File: src/common/mascs_cfg.svh
// timing, code limits and range constants for the scan sequencer
`ifndef MASCS_CFG_SVH
`define MASCS_CFG_SVH

`define MASCS_CLK_HZ        25000000
`define MASCS_AGG_RATE_HZ   500000
// conversion slot length in core_clk cycles, rounded down; only mascs_rate_tick clamps it to at least one
`define MASCS_SLOT_CYC      (`MASCS_CLK_HZ / `MASCS_AGG_RATE_HZ)
`define MASCS_EXTRA_SLOTS   4'h2
`define MASCS_NUM_SE        16
`define MASCS_NUM_DIFF      8
`define MASCS_DIFF_OFS      4'h8
`define MASCS_CODE_MAX      16'h7fff
`define MASCS_CODE_MIN      16'h8000
`define MASCS_RANGE_RST     2'h0
`define MASCS_LSB_10V_UV    9'h140
`define MASCS_LSB_5V_UV     9'h0a0
`define MASCS_LSB_2V_UV     9'h040
`define MASCS_LSB_1V_UV     9'h020

`endif

File: src/common/mascs_pkg.sv
// types shared by the scan sequencer files
package mascs_pkg;
    typedef enum logic [1:0] {RANGE_10V, RANGE_5V, RANGE_2V, RANGE_1V} mascs_range_t;
    typedef enum {ST_IDLE, ST_DELAY, ST_ARM, ST_START, ST_WAIT} mascs_state_t;
endpackage

File: src/hw/mascs_rate_tick.sv
// free-running divider giving one enable pulse per conversion slot
`timescale 1ns/1ns
`include "mascs_cfg.svh"
module mascs_rate_tick
    import mascs_pkg::*;
(
    input  wire logic core_clk,  // system clock
    input  wire logic rst,       // synchronous reset, active high
    output logic      slotTick   // one-cycle pulse per slot
);
    localparam int SLOT_CYC = (`MASCS_SLOT_CYC < 1) ? 1 : `MASCS_SLOT_CYC;
    logic [15:0] divCnt_ff;
    logic        slotTick_ff;

    // counter is cleared only by reset and at the end of each slot, never by a scan, so the slot grid stays fixed
    always_ff @(posedge core_clk)
    begin
        if (rst || divCnt_ff == 16'(SLOT_CYC - 1))
            divCnt_ff <= 16'h0000;
        else
            divCnt_ff <= divCnt_ff + 16'h0001;
    end

    always_ff @(posedge core_clk)
    begin
        if (rst)
            slotTick_ff <= 1'b0;
        else
            slotTick_ff <= (divCnt_ff == 16'(SLOT_CYC - 1));
    end

    assign slotTick = slotTick_ff;
endmodule // mascs_rate_tick

File: src/hw/mascs_sequencer.sv
// multiplexed converter scan sequencer with per-channel gain ranges
`timescale 1ns/1ns
`include "mascs_cfg.svh"
module mascs_sequencer
    import mascs_pkg::*;
(
    input  wire logic        core_clk,     // system clock
    input  wire logic        rst,          // synchronous reset, active high
    input  wire logic        scanReq,      // pulse: start a scan
    input  wire logic [15:0] scanList,     // channel bit mask
    input  wire logic        diffMode,     // paired input mode
    input  wire logic        cfgWe,        // pulse: write one range entry
    input  wire logic [3:0]  cfgChan,      // channel being configured
    input  wire logic [1:0]  cfgRange,     // range code for that channel
    input  wire logic        adcDone,      // converter result strobe
    input  wire logic [17:0] adcRaw,       // signed raw converter reading
    output logic [3:0]       muxPos,       // positive multiplexer input
    output logic [3:0]       muxNeg,       // negative input in paired mode
    output logic             muxDiff,      // paired mode to front end
    output logic [1:0]       gainSel,      // amplifier range select
    output logic             convStart,    // pulse: start conversion
    output logic             busy,         // scan in progress
    output logic             resValid,     // pulse: result present
    output logic [15:0]      resData,      // 16-bit result code
    output logic [3:0]       resChan,      // channel of the result
    output logic             resOver,      // result was saturated
    output logic [8:0]       resLsbUv,     // step size of result in uV
    output logic             scanDone      // pulse: scan finished
);
    mascs_state_t  state_ff;
    logic          slotTick;
    logic [15:0]   pend_ff;
    logic          diff_ff;
    logic          scanSeen_ff;
    logic [3:0]    extra_ff;
    logic [1:0]    rangeTab_ff [`MASCS_NUM_SE];
    logic [3:0]    muxPos_ff, muxNeg_ff;
    logic [1:0]    gainSel_ff;
    logic          muxDiff_ff, convStart_ff, busy_ff, resValid_ff, resOver_ff, scanDone_ff;
    logic [15:0]   resData_ff;
    logic [3:0]    resChan_ff;
    logic [8:0]    resLsbUv_ff;
    logic [3:0]    nxt_chan;
    logic [15:0]   nxt_sat;
    logic          nxt_over;
    logic [15:0]   listMask;

    mascs_rate_tick mascs_rate_tick_i (
        .core_clk (core_clk),
        .rst      (rst),
        .slotTick (slotTick)
    );

    // per-channel range storage, one entry per input
    genvar g;
    generate
        for (g = 0; g < `MASCS_NUM_SE; g++)
        begin : g_range
            always_ff @(posedge core_clk)
            begin
                if (rst)
                    rangeTab_ff[g] <= `MASCS_RANGE_RST;
                else if (cfgWe && cfgChan == 4'(g))
                    rangeTab_ff[g] <= cfgRange;
            end
        end
    endgenerate

    // paired mode drops the upper half; those inputs are negative legs
    assign listMask = diffMode ? {8'h00, scanList[7:0]} : scanList;

    // lowest pending channel wins, giving ascending order
    always_comb
    begin
        nxt_chan = 4'h0;
        for (int i = `MASCS_NUM_SE - 1; i >= 0; i--)
            if (pend_ff[i])
                nxt_chan = 4'(i);
    end

    // clamp instead of wrap; out-of-span input detail is lost
    always_comb
    begin
        nxt_over = 1'b1;
        if ($signed(adcRaw) > $signed({2'b00, `MASCS_CODE_MAX}))
            nxt_sat = `MASCS_CODE_MAX;
        else if ($signed(adcRaw) < $signed({2'b11, `MASCS_CODE_MIN}))
            nxt_sat = `MASCS_CODE_MIN;
        else
        begin
            nxt_sat  = adcRaw[15:0];
            nxt_over = 1'b0;
        end
    end

    // scan state machine, one conversion per slot tick
    always_ff @(posedge core_clk)
    begin
        if (rst)
            state_ff <= ST_IDLE;
        else
            case (state_ff)
                ST_IDLE:  if (scanReq) state_ff <= scanSeen_ff ? ST_DELAY : ST_ARM;
                ST_DELAY: if (slotTick && extra_ff == 4'h1) state_ff <= ST_ARM;
                ST_ARM:   if (pend_ff == 16'h0000) state_ff <= ST_IDLE;
                          else if (slotTick) state_ff <= ST_START;
                ST_START: state_ff <= ST_WAIT;
                ST_WAIT:  if (adcDone) state_ff <= ST_ARM;
                default:  state_ff <= ST_IDLE;
            endcase
    end

    // pending list, mode and extra-delay count
    always_ff @(posedge core_clk)
    begin
        if (rst)
        begin
            pend_ff     <= 16'h0000;
            diff_ff     <= 1'b0;
            scanSeen_ff <= 1'b0;
            extra_ff    <= 4'h0;
        end
        else if (state_ff == ST_IDLE && scanReq)
        begin
            pend_ff     <= listMask;
            diff_ff     <= diffMode;
            scanSeen_ff <= 1'b1;
            extra_ff    <= `MASCS_EXTRA_SLOTS;
        end
        else
        begin
            if (state_ff == ST_DELAY && slotTick)
                extra_ff <= extra_ff - 4'h1;
            if (state_ff == ST_WAIT && adcDone)
                pend_ff[muxPos_ff] <= 1'b0;
        end
    end

    // front-end select: mux and gain settle a cycle before the start pulse
    always_ff @(posedge core_clk)
    begin
        if (rst)
        begin
            muxPos_ff  <= 4'h0;
            muxNeg_ff  <= `MASCS_DIFF_OFS;
            muxDiff_ff <= 1'b0;
            gainSel_ff <= `MASCS_RANGE_RST;
        end
        else if (state_ff == ST_ARM && slotTick && pend_ff != 16'h0000)
        begin
            muxPos_ff  <= nxt_chan;
            muxNeg_ff  <= nxt_chan + `MASCS_DIFF_OFS;
            muxDiff_ff <= diff_ff;
            gainSel_ff <= rangeTab_ff[nxt_chan];
        end
    end

    // status pulses and busy level
    always_ff @(posedge core_clk)
    begin
        if (rst)
        begin
            convStart_ff <= 1'b0;
            busy_ff      <= 1'b0;
            scanDone_ff  <= 1'b0;
        end
        else
        begin
            convStart_ff <= (state_ff == ST_START);
            busy_ff      <= (state_ff != ST_IDLE) || scanReq;
            scanDone_ff  <= (state_ff == ST_ARM && pend_ff == 16'h0000);
        end
    end

    // result capture with step size of the range in force
    always_ff @(posedge core_clk)
    begin
        if (rst)
        begin
            resValid_ff <= 1'b0;
            resData_ff  <= 16'h0000;
            resChan_ff  <= 4'h0;
            resOver_ff  <= 1'b0;
            resLsbUv_ff <= `MASCS_LSB_10V_UV;
        end
        else
        begin
            resValid_ff <= (state_ff == ST_WAIT && adcDone);
            if (state_ff == ST_WAIT && adcDone)
            begin
                resData_ff <= nxt_sat;
                resChan_ff <= muxPos_ff;
                resOver_ff <= nxt_over;
                // step sizes already carry the 5 percent headroom
                case (gainSel_ff)
                    RANGE_10V: resLsbUv_ff <= `MASCS_LSB_10V_UV;
                    RANGE_5V:  resLsbUv_ff <= `MASCS_LSB_5V_UV;
                    RANGE_2V:  resLsbUv_ff <= `MASCS_LSB_2V_UV;
                    default:   resLsbUv_ff <= `MASCS_LSB_1V_UV;
                endcase
            end
        end
    end

    assign muxPos    = muxPos_ff;
    assign muxNeg    = muxNeg_ff;
    assign muxDiff   = muxDiff_ff;
    assign gainSel   = gainSel_ff;
    assign convStart = convStart_ff;
    assign busy      = busy_ff;
    assign resValid  = resValid_ff;
    assign resData   = resData_ff;
    assign resChan   = resChan_ff;
    assign resOver   = resOver_ff;
    assign resLsbUv  = resLsbUv_ff;
    assign scanDone  = scanDone_ff;

    // helper: last started channel within the current scan
    logic [3:0] lastChan_ff;
    logic       startedInScan_ff;
    always_ff @(posedge core_clk)
    begin
        if (rst || (state_ff == ST_IDLE))
            startedInScan_ff <= 1'b0;
        else if (convStart_ff)
            startedInScan_ff <= 1'b1;
        if (rst)
            lastChan_ff <= 4'h0;
        else if (convStart_ff)
            lastChan_ff <= muxPos_ff;
    end
endmodule // mascs_sequencer

File: config.mk
export PLATFORM = sky130hd
export DESIGN_NAME = mascs_sequencer
export DESIGN_NICKNAME = d
export VERILOG_FILES = /design/src/common/mascs_pkg.sv /design/src/hw/mascs_rate_tick.sv /design/src/hw/mascs_sequencer.sv
export VERILOG_INCLUDE_DIRS = /design/src /design/src/common
export SDC_FILE = /design/constraint.sdc
export NUM_CORES = 1
export LEC_CHECK = 0
export ABC_AREA = 0
export BUFFER_PORTS_ARGS = -buffer_cell sky130_fd_sc_hd__buf_2
export CORE_MARGIN = 2
export CORE_UTILIZATION = 40
export CTS_BUF_LIST = sky130_fd_sc_hd__clkbuf_8
export CTS_CLUSTER_SIZE = 14
export DETAILED_ROUTE_END_ITERATION = 16
export PLACE_DENSITY = 0.65
export SLEW_MARGIN = 20
export SYNTH_ARGS = -nofsm -noshare
export SYNTH_HDL_FRONTEND = slang
export SYNTH_SLANG_ARGS = --single-unit
File: constraint.sdc
create_clock -name core_clk -period 3.97 [get_ports core_clk]
set_input_delay 0 -clock core_clk [delete_from_list [all_inputs] [get_ports core_clk]]
set_output_delay 0 -clock core_clk [all_outputs]
set_load 0.01 [all_outputs]
After elaboration in Yosys (flattened, before gate mapping)
Memories as Yosys holds them, arrays and structs flattened. A register that Yosys moved wholly into a read port is not among the register bits.
Index checks and enable logic that the tools add are counted.
- register bits after elaboration: 114
- bits in latches: 0
- RAM bits: 32
- bits in read-only memories: 0
- input port bits: 46
- output and inout port bits: 45
- word-level logic and storage cells: 214
- memories kept: 1
- memory list (name ; depth ; bits a word ; rd ports ; clocked after Yosys merged registers in ; wr ports ; RTL line ; text):
    rangeTab_ff ; 16 ; 2 ; 1 ; 1 ; 16 ; mascs_sequencer.sv:36 ; logic [1:0] rangeTab_ff [`MASCS_NUM_SE];
- add/sub/neg operators: 3
- multiply operators: 0
- div/mod/pow operators: 0
- order comparisons: 4
- eq/ne operators: 31
- shift-type cells: 0
- muxes and demuxes: 101
- bitwise gates (word level): 18
- reduce and logical (&&, ||, !) cells: 37
- operators with widths (operator ; count):
    2-to-1 mux 32 bit ; 5
    case mux 32 bit (5 select lines) ; 1
    == test 32 x 2 -> 1 bit, second input constant ; 3
    == test 32 x 3 -> 1 bit, second input constant ; 3
    2-to-1 mux 16 bit ; 5
    zero test 32 bit ; 2
    2-to-1 mux 4 bit ; 16
    2-to-1 mux 1 bit ; 53
    2-to-1 mux 2 bit ; 19
    == test 32 x 1 -> 1 bit, second input constant ; 1
    == test 32 x 4 -> 1 bit, second input constant ; 1
    == test 4 bit, second input constant ; 8
    nonzero test 32 bit ; 1
    case mux 9 bit (3 select lines) ; 1
    logical AND 1 bit ; 24
    greater-than comparator 18 x 16 -> 1 bit, second input constant ; 1
    < comparator 18 x 16 -> 1 bit, second input constant ; 1
    adder 16 x 1 -> 16 bit, second input constant ; 1
    bitwise AND 16 bit ; 1
    == test 16 x 6 -> 1 bit, second input constant ; 1
    == test 4 x 3 -> 1 bit, second input constant ; 4
    zero test 16 bit ; 1
    inverter 16 bit ; 1
    OR 1 bit ; 16
    other kinds (18) ; 24

Depth between registers and ports, before layout
Gate-level depths: netlist of the first run.
- depth after elaboration: 17
- depth in mapped cells: 9
- mapped depth without buffers: 9

By module
Synthesis of the first run repeated with hierarchy kept, for this count alone.
- cells, all modules: 559
- area, all modules: 5143.7 um2
- by module, submodules not included (module ; instances ; cells an instance ; area an instance (um2) ; sequential area each (um2)):
    mascs_sequencer ; 1 ; 474 ; 4351.7 ; 2202.1
    mascs_rate_tick ; 1 ; 85 ; 792.0 ; 340.3

Worst setup path before layout of the first run
Ideal clock, no wire load.
- kind: register to register
- from: register pend_ff[10]
- to: register gainSel_ff[1], in the netlist gainSel[1] (read register of rangeTab_ff)
- library setup time: 0.114 ns
- arrival time: 2.137 ns
- data required time: 3.856 ns
- setup slack: 1.719 ns
- cell stages (with the launch flop): 9
- buffers on the path: 1
- period minus slack after synthesis: 2.251 ns
- path through: dfxtp_1 -> inv_1 -> a2111oi_0 -> a2111o_1 -> a21o_1 -> buf_6 -> mux4_1 -> mux2_2 -> a21o_1
- longest elaborated chain between the ends: 11
- elaborated cells between the ends (all ways): 13
- those cells by class: mux (11); reduce/logical (2)
- ends and longest elaborated chain (element ; RTL line ; text):
    start, declared ; mascs_sequencer.sv:32 ; logic [15:0] pend_ff;
    start signal, assigned ; mascs_sequencer.sv:125 ; pend_ff <= listMask;
    2-to-1 mux 4 bit (11 in a row) ; mascs_sequencer.sv:77 ; if (pend_ff[i])
    end, declared ; mascs_sequencer.sv:38 ; logic [1:0] gainSel_ff;
Several ways; a longest one is shown, not always the timed one.
A chain may end at the register's enable or synchronous reset.

Worst setup path in the final report of the first run
Same ends and word-level chain as after synthesis.

==> run summary, run 1 <==
Setup Skew: 9.78 ps
Reg2reg setup slack: 1460 ps
Die height: 115 microns
Maxcap violations: 0
Fmax: 399 MHz
Final Hold Viols: 0
Multi-input logic area: 0.00221 sq mm
Worst R2R Path Depth: 7
CP cell instances: inv_1 -> a2111oi_0 -> a2111o_1 -> a21o_1 -> mux4_1 -> mux2_2 -> a21o_1
Clk pin slew, worst setup/hold paths: 110 ps
CTS buffer count: 9
Avg Cell Area, Syn: 9.04 sq um
Area of the core: 0.0121 sq mm
Hold/Removal Path Class: input pin to register
Synth top area share: 31.9%
Worst Slack Setup Final: 1460 ps
Area delta synth->final: 20.8%
Storage element area: 0.00254 sq mm
Startpoint Class: register
Clock Power Share: 27.1%
Worst Path Required: 4250 ps
Crit-path slowest cell: mux4_1
Nature of the critical path endpoint: register
Number of flops mapped to enable cells by yosys: 32
Detail Placement HPWL: 8.11 mm
IO Count: 91
LEAKAGE: 0.00229 uW
Slew Limit Fails: 0
Initial antenna violation count: 0
Outcome: finished clean
Starting Density: 41.1%
Top cells by area, synth: dfxtp_1, edfxtp_1, nor2_1
R2R Path End: gainSel[1]
CTS Buffer Depth: 2
Worst IR drop on VDD: 0.000149 V
Crit path to: gainSel[1]
Mapped cell area: 0.00495 sq mm
CP peak stage delay: 590 ps
Placer Congestion: 0.860
Minimum clock period: 2510 ps
Critical path fanouts, max: 8
Drt first pass iters: 5
Die width: 115 microns
Synth warn: 0
DR DRC count: 0
Iteration-0 DRC count of the detailed router: 346
Proportion of layout cells with a drive suffix above 1: 17.0%
Asr flop ratio synth: 0%
Setup_tns: 0 ps
Via Count: 4245
Switching power: 753 uW
Post-route ant nets: 0
Most frequent CP cell: a21o_1
Sw Ratio: 29.9%
Post-synthesis cell count: 548
Sequential Power Share: 51.2%
Slew Limit Headroom: 34.8%
First-pass GRT wire length: 19.0 mm
Worst Path Arrival: 2790 ps
Kind of critical path: register to register
CTS Sinks: 111
Clock root cell: clkbuf_8
Crit. Startpoint: pend_ff[10]
Predominant post-synthesis flop cell: dfxtp_1
Inserted Diodes: 0
Post-synth top cells: nor2_1, dfxtp_1, nand2_1
Final period util: 63.1%
Most frequent cell after synthesis: nor2_1
Global route overflow: 0
Flops & latches, synth: 111
Part of the Yosys area used for sequential elements: 51.3%
Vias in the first global route: 4012
RSZ-0062 raised after global routing: false
Fillcell total: 1141
Pre-CTS setup slack: 1480 ps
Clock latency on the worst-skew pair: 380 ps
Distinct cells, synth: 54
# port buffers: 85
Slew @ Worst Pin: 978 ps
Die area: 0.0133 sq mm
H-Tree Depth: 3
WL final: 11.8 mm
WL per Instance: 14.4 microns
Detail-routed via count per cell: 5.18
Row cnt: 40
Final net count: 697
CTS tree: built
Post-CTS Resized: 0
Beginning of the worst register-to-register path: pend_ff[10]
Gr usage total: 18.1%
Pint: 1770 uW
Comb power frac: 21.7%
Synth area leader: dfxtp_1
Power Dens Cells: 421 mW/mm^2
Setup violations, final: 0
Largest net degree at the start of global routing: 58
## through the flow
stage                     area, sq um  instances  total power, uW  utilization [%]  hold WS, ps
after detailed placement         5440        769             1830             45.1          216
after floorplan                  4970        552             1730                -          122
after CTS                        5980        820             2530             49.6          122
after global placement           5440        769             1820             45.1          208
after global routing             5980        820             2650             49.6          152
final                            5980        820             2520             49.6          142
## per-layer routing
metal	wire length (microns)	up-vias	track usage (%)
met5	0	-	0
met4	282	0	8.67
met3	580	21	2.74
met2	5520	132	29.2
met1	5440	1983	23.9
li1	-	2109	-
## kinds of logic after synthesis
kind of cell,count (synthesis),synth area share [%]
AO/OA/AOI/OAI,116,14.4
XOR/XNOR,17,3.00
adder cells (fa/ha/maj),4,1.01
buffers and inverters,48,4.42
flip-flops,111,51.3
multiplexers,11,3.91
other,1,0.0757
AND/OR/NAND/NOR,240,21.9
## state kept, by name, indices dropped and copies added, names as in the netlist, 4 cells and up
signal and flops:
rangeTab_ff 32, mascs_rate_tick_i.divCnt_ff 16, pend_ff 16, resData 16
extra_ff 4, muxPos 4, resChan 4, resLsbUv 4
## worst max-delay path: cells and delay by family (launching register included)
kind            cells  cell delay (ps)
compound gates      4             1100
mux                 2              860
flops               1              400
buf+inv             1               60
## power by group through the flow
stage / registers [uW] / logic, uW / clock network [uW]
6_report: 1290 / 546 / 683
2_1_floorplan: 1290 / 438 / 0
3_5_place_dp: 1320 / 519 / 0
5_1_grt: 1300 / 614 / 736
4_1_cts: 1290 / 547 / 694
3_3_place_gp: 1310 / 506 / 0
## layout make-up
type                       instances  share of cell area [%]
inverter                          10                   0.627
tap                              168                    3.51
clock buffer                       9                    2.07
timing repair buffer             122                    13.2
clock inverter                     7                    1.17
multi-input combinational        393                    36.9
sequential                       111                    42.5
## what timing repair did
item,4_1_cts,5_1_grt
setup endpoints to repair,0,0
buffers inserted,0,0
hold endpoints to repair,35,0
hold buffers,35,0
## worst min path at each step
stage	start	to	depth (start not counted)
after floorplan	scanList[10]	pend_ff[10]	1
after global placement	scanList[8]	pend_ff[8]	2
after detailed placement	scanList[8]	pend_ff[8]	2
after CTS	cfgChan[1]	rangeTab_ff[8][1]	2
after global routing	cfgChan[1]	rangeTab_ff[12][0]	2
final	cfgChan[0]	rangeTab_ff[8][0]	2
## layout by cell type, fill, tap and decap left out, types with 11 or more instances in the layout
cell,instances
buf_2,85
nor2_1,83
nand2_1,79
dfxtp_1,79
a21oi_1,47
dlygate4sd3_1,35
edfxtp_1,32
o21ai_0,30
nand3_1,17
inv_1,12
xor2_1,11
nor3_1,11
(Power assumes the default switching activity.)
==> run 2, diff against run 1 <==
- PLACE_DENSITY: 0.65 -> 0.67
- clock period: 3.97 -> 2.3 ns (I/O delays scaled with it)
==> run 2 against run 1 <==
- first-iteration DRC count is 9.0% higher
- global-route usage stayed put
- non-clock buffer count is 18 higher
- critical endpoint unchanged
- largest cell class unchanged
==> run summary, run 2 (same netlist as run 1, synthesis figures left out) <==
Inserted Diodes: 0
Worst Path Required: 2580 ps
Nature of the critical path endpoint: register
# port buffers: 85
Beginning of the worst register-to-register path: pend_ff[10]
Via Count: 4306
Post-CTS Setup Inserts: 0
Largest net degree at the start of global routing: 24
Global route overflow: 0
Placer Congestion: 0.843
Area delta synth->final: 24.2%
Placed cell count: 787
CTS Buffer Depth: 2
Outcome: finished clean
Slew @ Worst Pin: 823 ps
LEAKAGE: 0.00239 uW
Hold Slack: 53.6 ps
Clock root cell: clkbuf_8
Die area: 0.0133 sq mm
Detail-routed via count per cell: 5.14
CTS buffer count: 9
Iteration-0 DRC count of the detailed router: 377
Crit. Startpoint: pend_ff[10]
CTS tree: built
Crit path to: gainSel[1]
Minimum clock period: 2220 ps
WL final: 11.9 mm
Starting Density: 41.1%
Hold/Removal Path Class: input pin to register
IO Count: 91
Proportion of layout cells with a drive suffix above 1: 19.6%
Worst Slack Setup Final: 80.1 ps
Most frequent cells in the layout: buf_2, nor2_1, dfxtp_1
Reg2reg setup slack: 80 ps
Critical Path Stages: 7
Kind of critical path: register to register
Initial antenna violation count: 0
Crit path buf inv count: 1
Total Power: 4600 uW
Die width: 115 microns
Setup violations, final: 0
Commonest non-fill, non-tap cell in the layout: buf_2
Crit-path slowest cell: mux4_1
CP peak stage delay: 560 ps
Critical path fanouts, max: 3
Startpoint Class: register
Worst Path Arrival: 2500 ps
Setup Skew: 11.6 ps
Max FFs per register: 32
Worst R2R Path Depth: 7
First-pass GRT wire length: 19.0 mm
Clk pin slew, worst setup/hold paths: 100 ps
Die height: 115 microns
DR DRC count: 0
Final instance count without filler cells: 838
Slew Limit Fails: 0
Pre-CTS setup slack: 6.77 ps
Maxcap violations: 0
Detail Placement HPWL: 8.50 mm
Most flops, register: rangeTab_ff
Fmax: 450 MHz
Vias in the first global route: 4081
Fillcell total: 1100
Drt first pass iters: 4
CP cell instances: inv_1 -> a2111oi_1 -> a2111o_1 -> a21o_1 -> mux4_1 -> mux2_2 -> a21o_1
Crit-path leading delay family: compound AO/OA/AOI/OAI gates
CTS Sinks: 111
Final Hold Viols: 0
Final net count: 715
Slew Limit Headroom: 44.9%
Power Dens Cells: 748 mW/mm^2
Worst IR drop on VDD: 0.000378 V
Post-route ant nets: 0
Area of the core: 0.0121 sq mm
Gr usage total: 18.1%
WL per Instance: 14.2 microns
Most frequent CP cell: a21o_1
Final period util: 96.5%
Clock latency on the worst-skew pair: 370 ps
H-Tree Depth: 3
Row cnt: 40
R2R Path End: gainSel[1]
[run 2: changes by cell type in the layout (fill, tap and decap cells not counted), sizes merged]
cell / delta
buf: +18
bufinv: +1
clkbuf: +1
clkinv: -1
inv: -1
[run 2: stage by stage]
| stage | util [%] | area [sq um] | setup TNS, ps |
|---|---|---|---|
| after CTS | 51.0 | 6150 | 0 |
| after floorplan | - | 4970 | 0 |
| after detailed placement | 46.2 | 5570 | 0 |
| after global routing | 51.0 | 6150 | -0.491 |
| after global placement | 46.2 | 5570 | 0 |
| final | 51.0 | 6150 | 0 |
[run 2: worst reg2reg max path, cell delays in order, from the launching register on]
cell and delay [ps]:
dfxtp_1 350, inv_1 50, a2111oi_1 350, a2111o_1 220, a21o_1 170, mux4_1 560
mux2_2 270, a21o_1 170
[run 2: layout make-up]
class                      instances  area [sq um]  share of cell area [%]
timing repair buffer             140           926                    15.0
inverter                          10          37.5                   0.610
clock inverter                     6          85.1                    1.38
tap                              168           210                    3.42
multi-input combinational        393          2210                    36.0
sequential                       111          2540                    41.3
clock buffer                      10           138                    2.24
[run 2: per-layer routing]
metal	GRT usage [%]	routed length, microns	vias to the layer above
met2	30.1	5750	110
met3	3.48	471	21
met5	0	0	-
li1	-	-	2146
met4	6.51	212	0
met1	23.6	5460	2029
[run 2: how the worst min path moves through the flow]
stage	start	end	cells after the start
finish	rst	muxPos[0]	2
global placement	scanList[9]	pend_ff[9]	2
global route	rst	muxPos[1]	2
CTS	rst	muxPos[0]	2
detailed placement	scanList[11]	pend_ff[11]	2
floorplan	scanList[10]	pend_ff[10]	1
[run 2: timing repair]
item                       4_1_cts  5_1_grt
resized for setup                0        3
hold buffers                    35        0
hold endpoints to repair        35        0
setup endpoints to repair        0        2
[run 2: power by group]
group	internal (uW)	total [uW]	switching, uW
Combinational	521	1080	557
Sequential	2120	2230	104
Clock	644	1300	652
==> run 3, diff against run 2 <==
- clock period: 2.3 -> 1.9 ns (I/O delays scaled with it)
==> run 3 against run 2 <==
- clock power rose by 24%
- hold slack got worse by 2.7 ps
- routed wire length rose by 4.2%
- the flow now finishes with violations (negative setup slack)
- flip-flop and latch count did not move
- critical path depth did not move
- total power rose by 31%
- non-clock buffer count rose by 32
- cell area rose by 6.9%
- count of clock-buffer cells in the layout fell by 1
- setup slack got worse by 290 ps
- combinational power rose by 62%
- die area did not move
==> run summary, run 3 (same netlist as run 1, synthesis figures left out) <==
Die area: 0.0133 sq mm
Startpoint Class: register
WL final: 12.4 mm
Most flops, register: rangeTab_ff
Slew Limit Fails: 0
Row cnt: 40
Outcome: finished with violations
Worst Path Arrival: 2400 ps
Power Dens Cells: 918 mW/mm^2
Kind of critical path: register to register
IO Count: 91
Area delta synth->final: 32.8%
Detail-routed via count per cell: 5.12
Failing checks: negative setup slack
Placed cell count: 818
Pre-CTS setup slack: -255 ps
Iteration-0 DRC count of the detailed router: 266
Setup violations, final: 2
# port buffers: 85
Worst Path Required: 2190 ps
Clk pin slew, worst setup/hold paths: 110 ps
Inserted Diodes: 0
Critical path fanouts, max: 3
Crit-path slowest cell: mux4_2
Met3 wire len: 533 microns
CTS tree: built
Worst IR drop on VDD: 0.000354 V
Die height: 115 microns
DR DRC count: 0
Clock latency on the worst-skew pair: 390 ps
Commonest non-fill, non-tap cell in the layout: buf_2
LEAKAGE: 0.00259 uW
Worst Slack Setup Final: -206 ps
Starting Density: 41.1%
Slew Limit Headroom: 62.3%
Hold/Removal Path Class: input pin to register
Fillcell total: 1043
CTS Sinks: 111
Setup Skew: 11.1 ps
Most frequent cells in the layout: buf_2, nor2_1, nand2_1
Post-route ant nets: 0
Post-Route M1 WL: 5.62 mm
WL per Instance: 14.2 microns
Drt first pass iters: 5
Met2 wire length: 6.05 mm
First-pass GRT wire length: 20.0 mm
Final Hold Viols: 0
Gr usage total: 18.9%
Final net count: 747
Max FFs per register: 32
Crit path buf inv count: 0
Placer Congestion: 0.850
CP cell instances: nand2b_4 -> a21oi_2 -> a2111o_1 -> a21o_1 -> mux4_2 -> mux2_4 -> a21o_1
Largest net degree at the start of global routing: 25
CTS Buffer Depth: 2
H-Tree Depth: 3
Final instance count without filler cells: 870
Maxcap violations: 0
Clock root cell: clkbuf_8
RSZ-0062 raised after global routing: true
Minimum clock period: 2110 ps
Initial antenna violation count: 0
Top layer reached by signal wires: met4
Crit-path leading delay family: compound AO/OA/AOI/OAI gates
Global route overflow: 0
CP peak stage delay: 430 ps
Detail Placement HPWL: 9.07 mm
Vias in the first global route: 4256
Die width: 115 microns
Via Count: 4453
Nature of the critical path endpoint: register
CTS buffer count: 9
Area of the core: 0.0121 sq mm
Fmax: 475 MHz
Slew @ Worst Pin: 566 ps
Reg2reg setup slack: -210 ps
Most frequent CP cell: a21o_1
Final period util: 111%
Proportion of layout cells with a drive suffix above 1: 27.2%
-- run 3: worst paths after layout --
kind	from	endpoint	depth (start not counted)
hold / removal	rst	pend_ff[1]	2
setup reg to reg	pend_ff[7]	gainSel[1]	7
setup / recovery	pend_ff[7]	gainSel[1]	7
hold reg to reg	resLsbUv[7]	resLsbUv[7]	2
-- run 3: layer usage --
layer	vias up	track usage (%)
met1	2114	24.7
li1	2212	-
met5	-	0
met3	18	3.58
met2	109	31.5
met4	0	6.59
-- run 3: final cells by class --
type	count	area [sq um]	area share, %
multi-input cells	393	2340	35.6
repair buffers	172	1200	18.3
well taps	168	210	3.20
flip-flops and latches	111	2560	38.9
inverters	10	37.5	0.571
clock inverters	7	103	1.56
clock buffers	9	124	1.88
-- run 3: timing repair --
| item | in CTS | in global routing |
|---|---|---|
| gates cloned | 0 | 0 |
| pin swaps | 1 | 6 |
| buffers inserted | 0 | 1 |
| endpoints found under the setup margin | 7 | 10 |
| resized for setup | 10 | 25 |
| hold buffers | 35 | 0 |
| hold endpoints to repair | 36 | 0 |
-- run 3: metrics by stage --
step                setup TNS [ps]  utilization, %  total power [uW]  hold WS, ps  cell area, sq um
finish                        -276            54.5              6040         50.8              6580
global route                  -488            54.5              6340         51.8              6580
CTS                           -316            53.6              5960         31.5              6460
detailed placement            -521            48.5              4270          215              5850
global placement              -328            48.5              4220          209              5850
floorplan                     -229               -              3690          122              5000
-- run 3: power by group --
part | leakage [uW] | internal [uW] | switching, uW
Clock | 0.000111 | 761 | 845
Sequential | 0.000951 | 2570 | 111
Combinational | 0.00153 | 932 | 819
Total | 0.00259 | 4270 | 1780
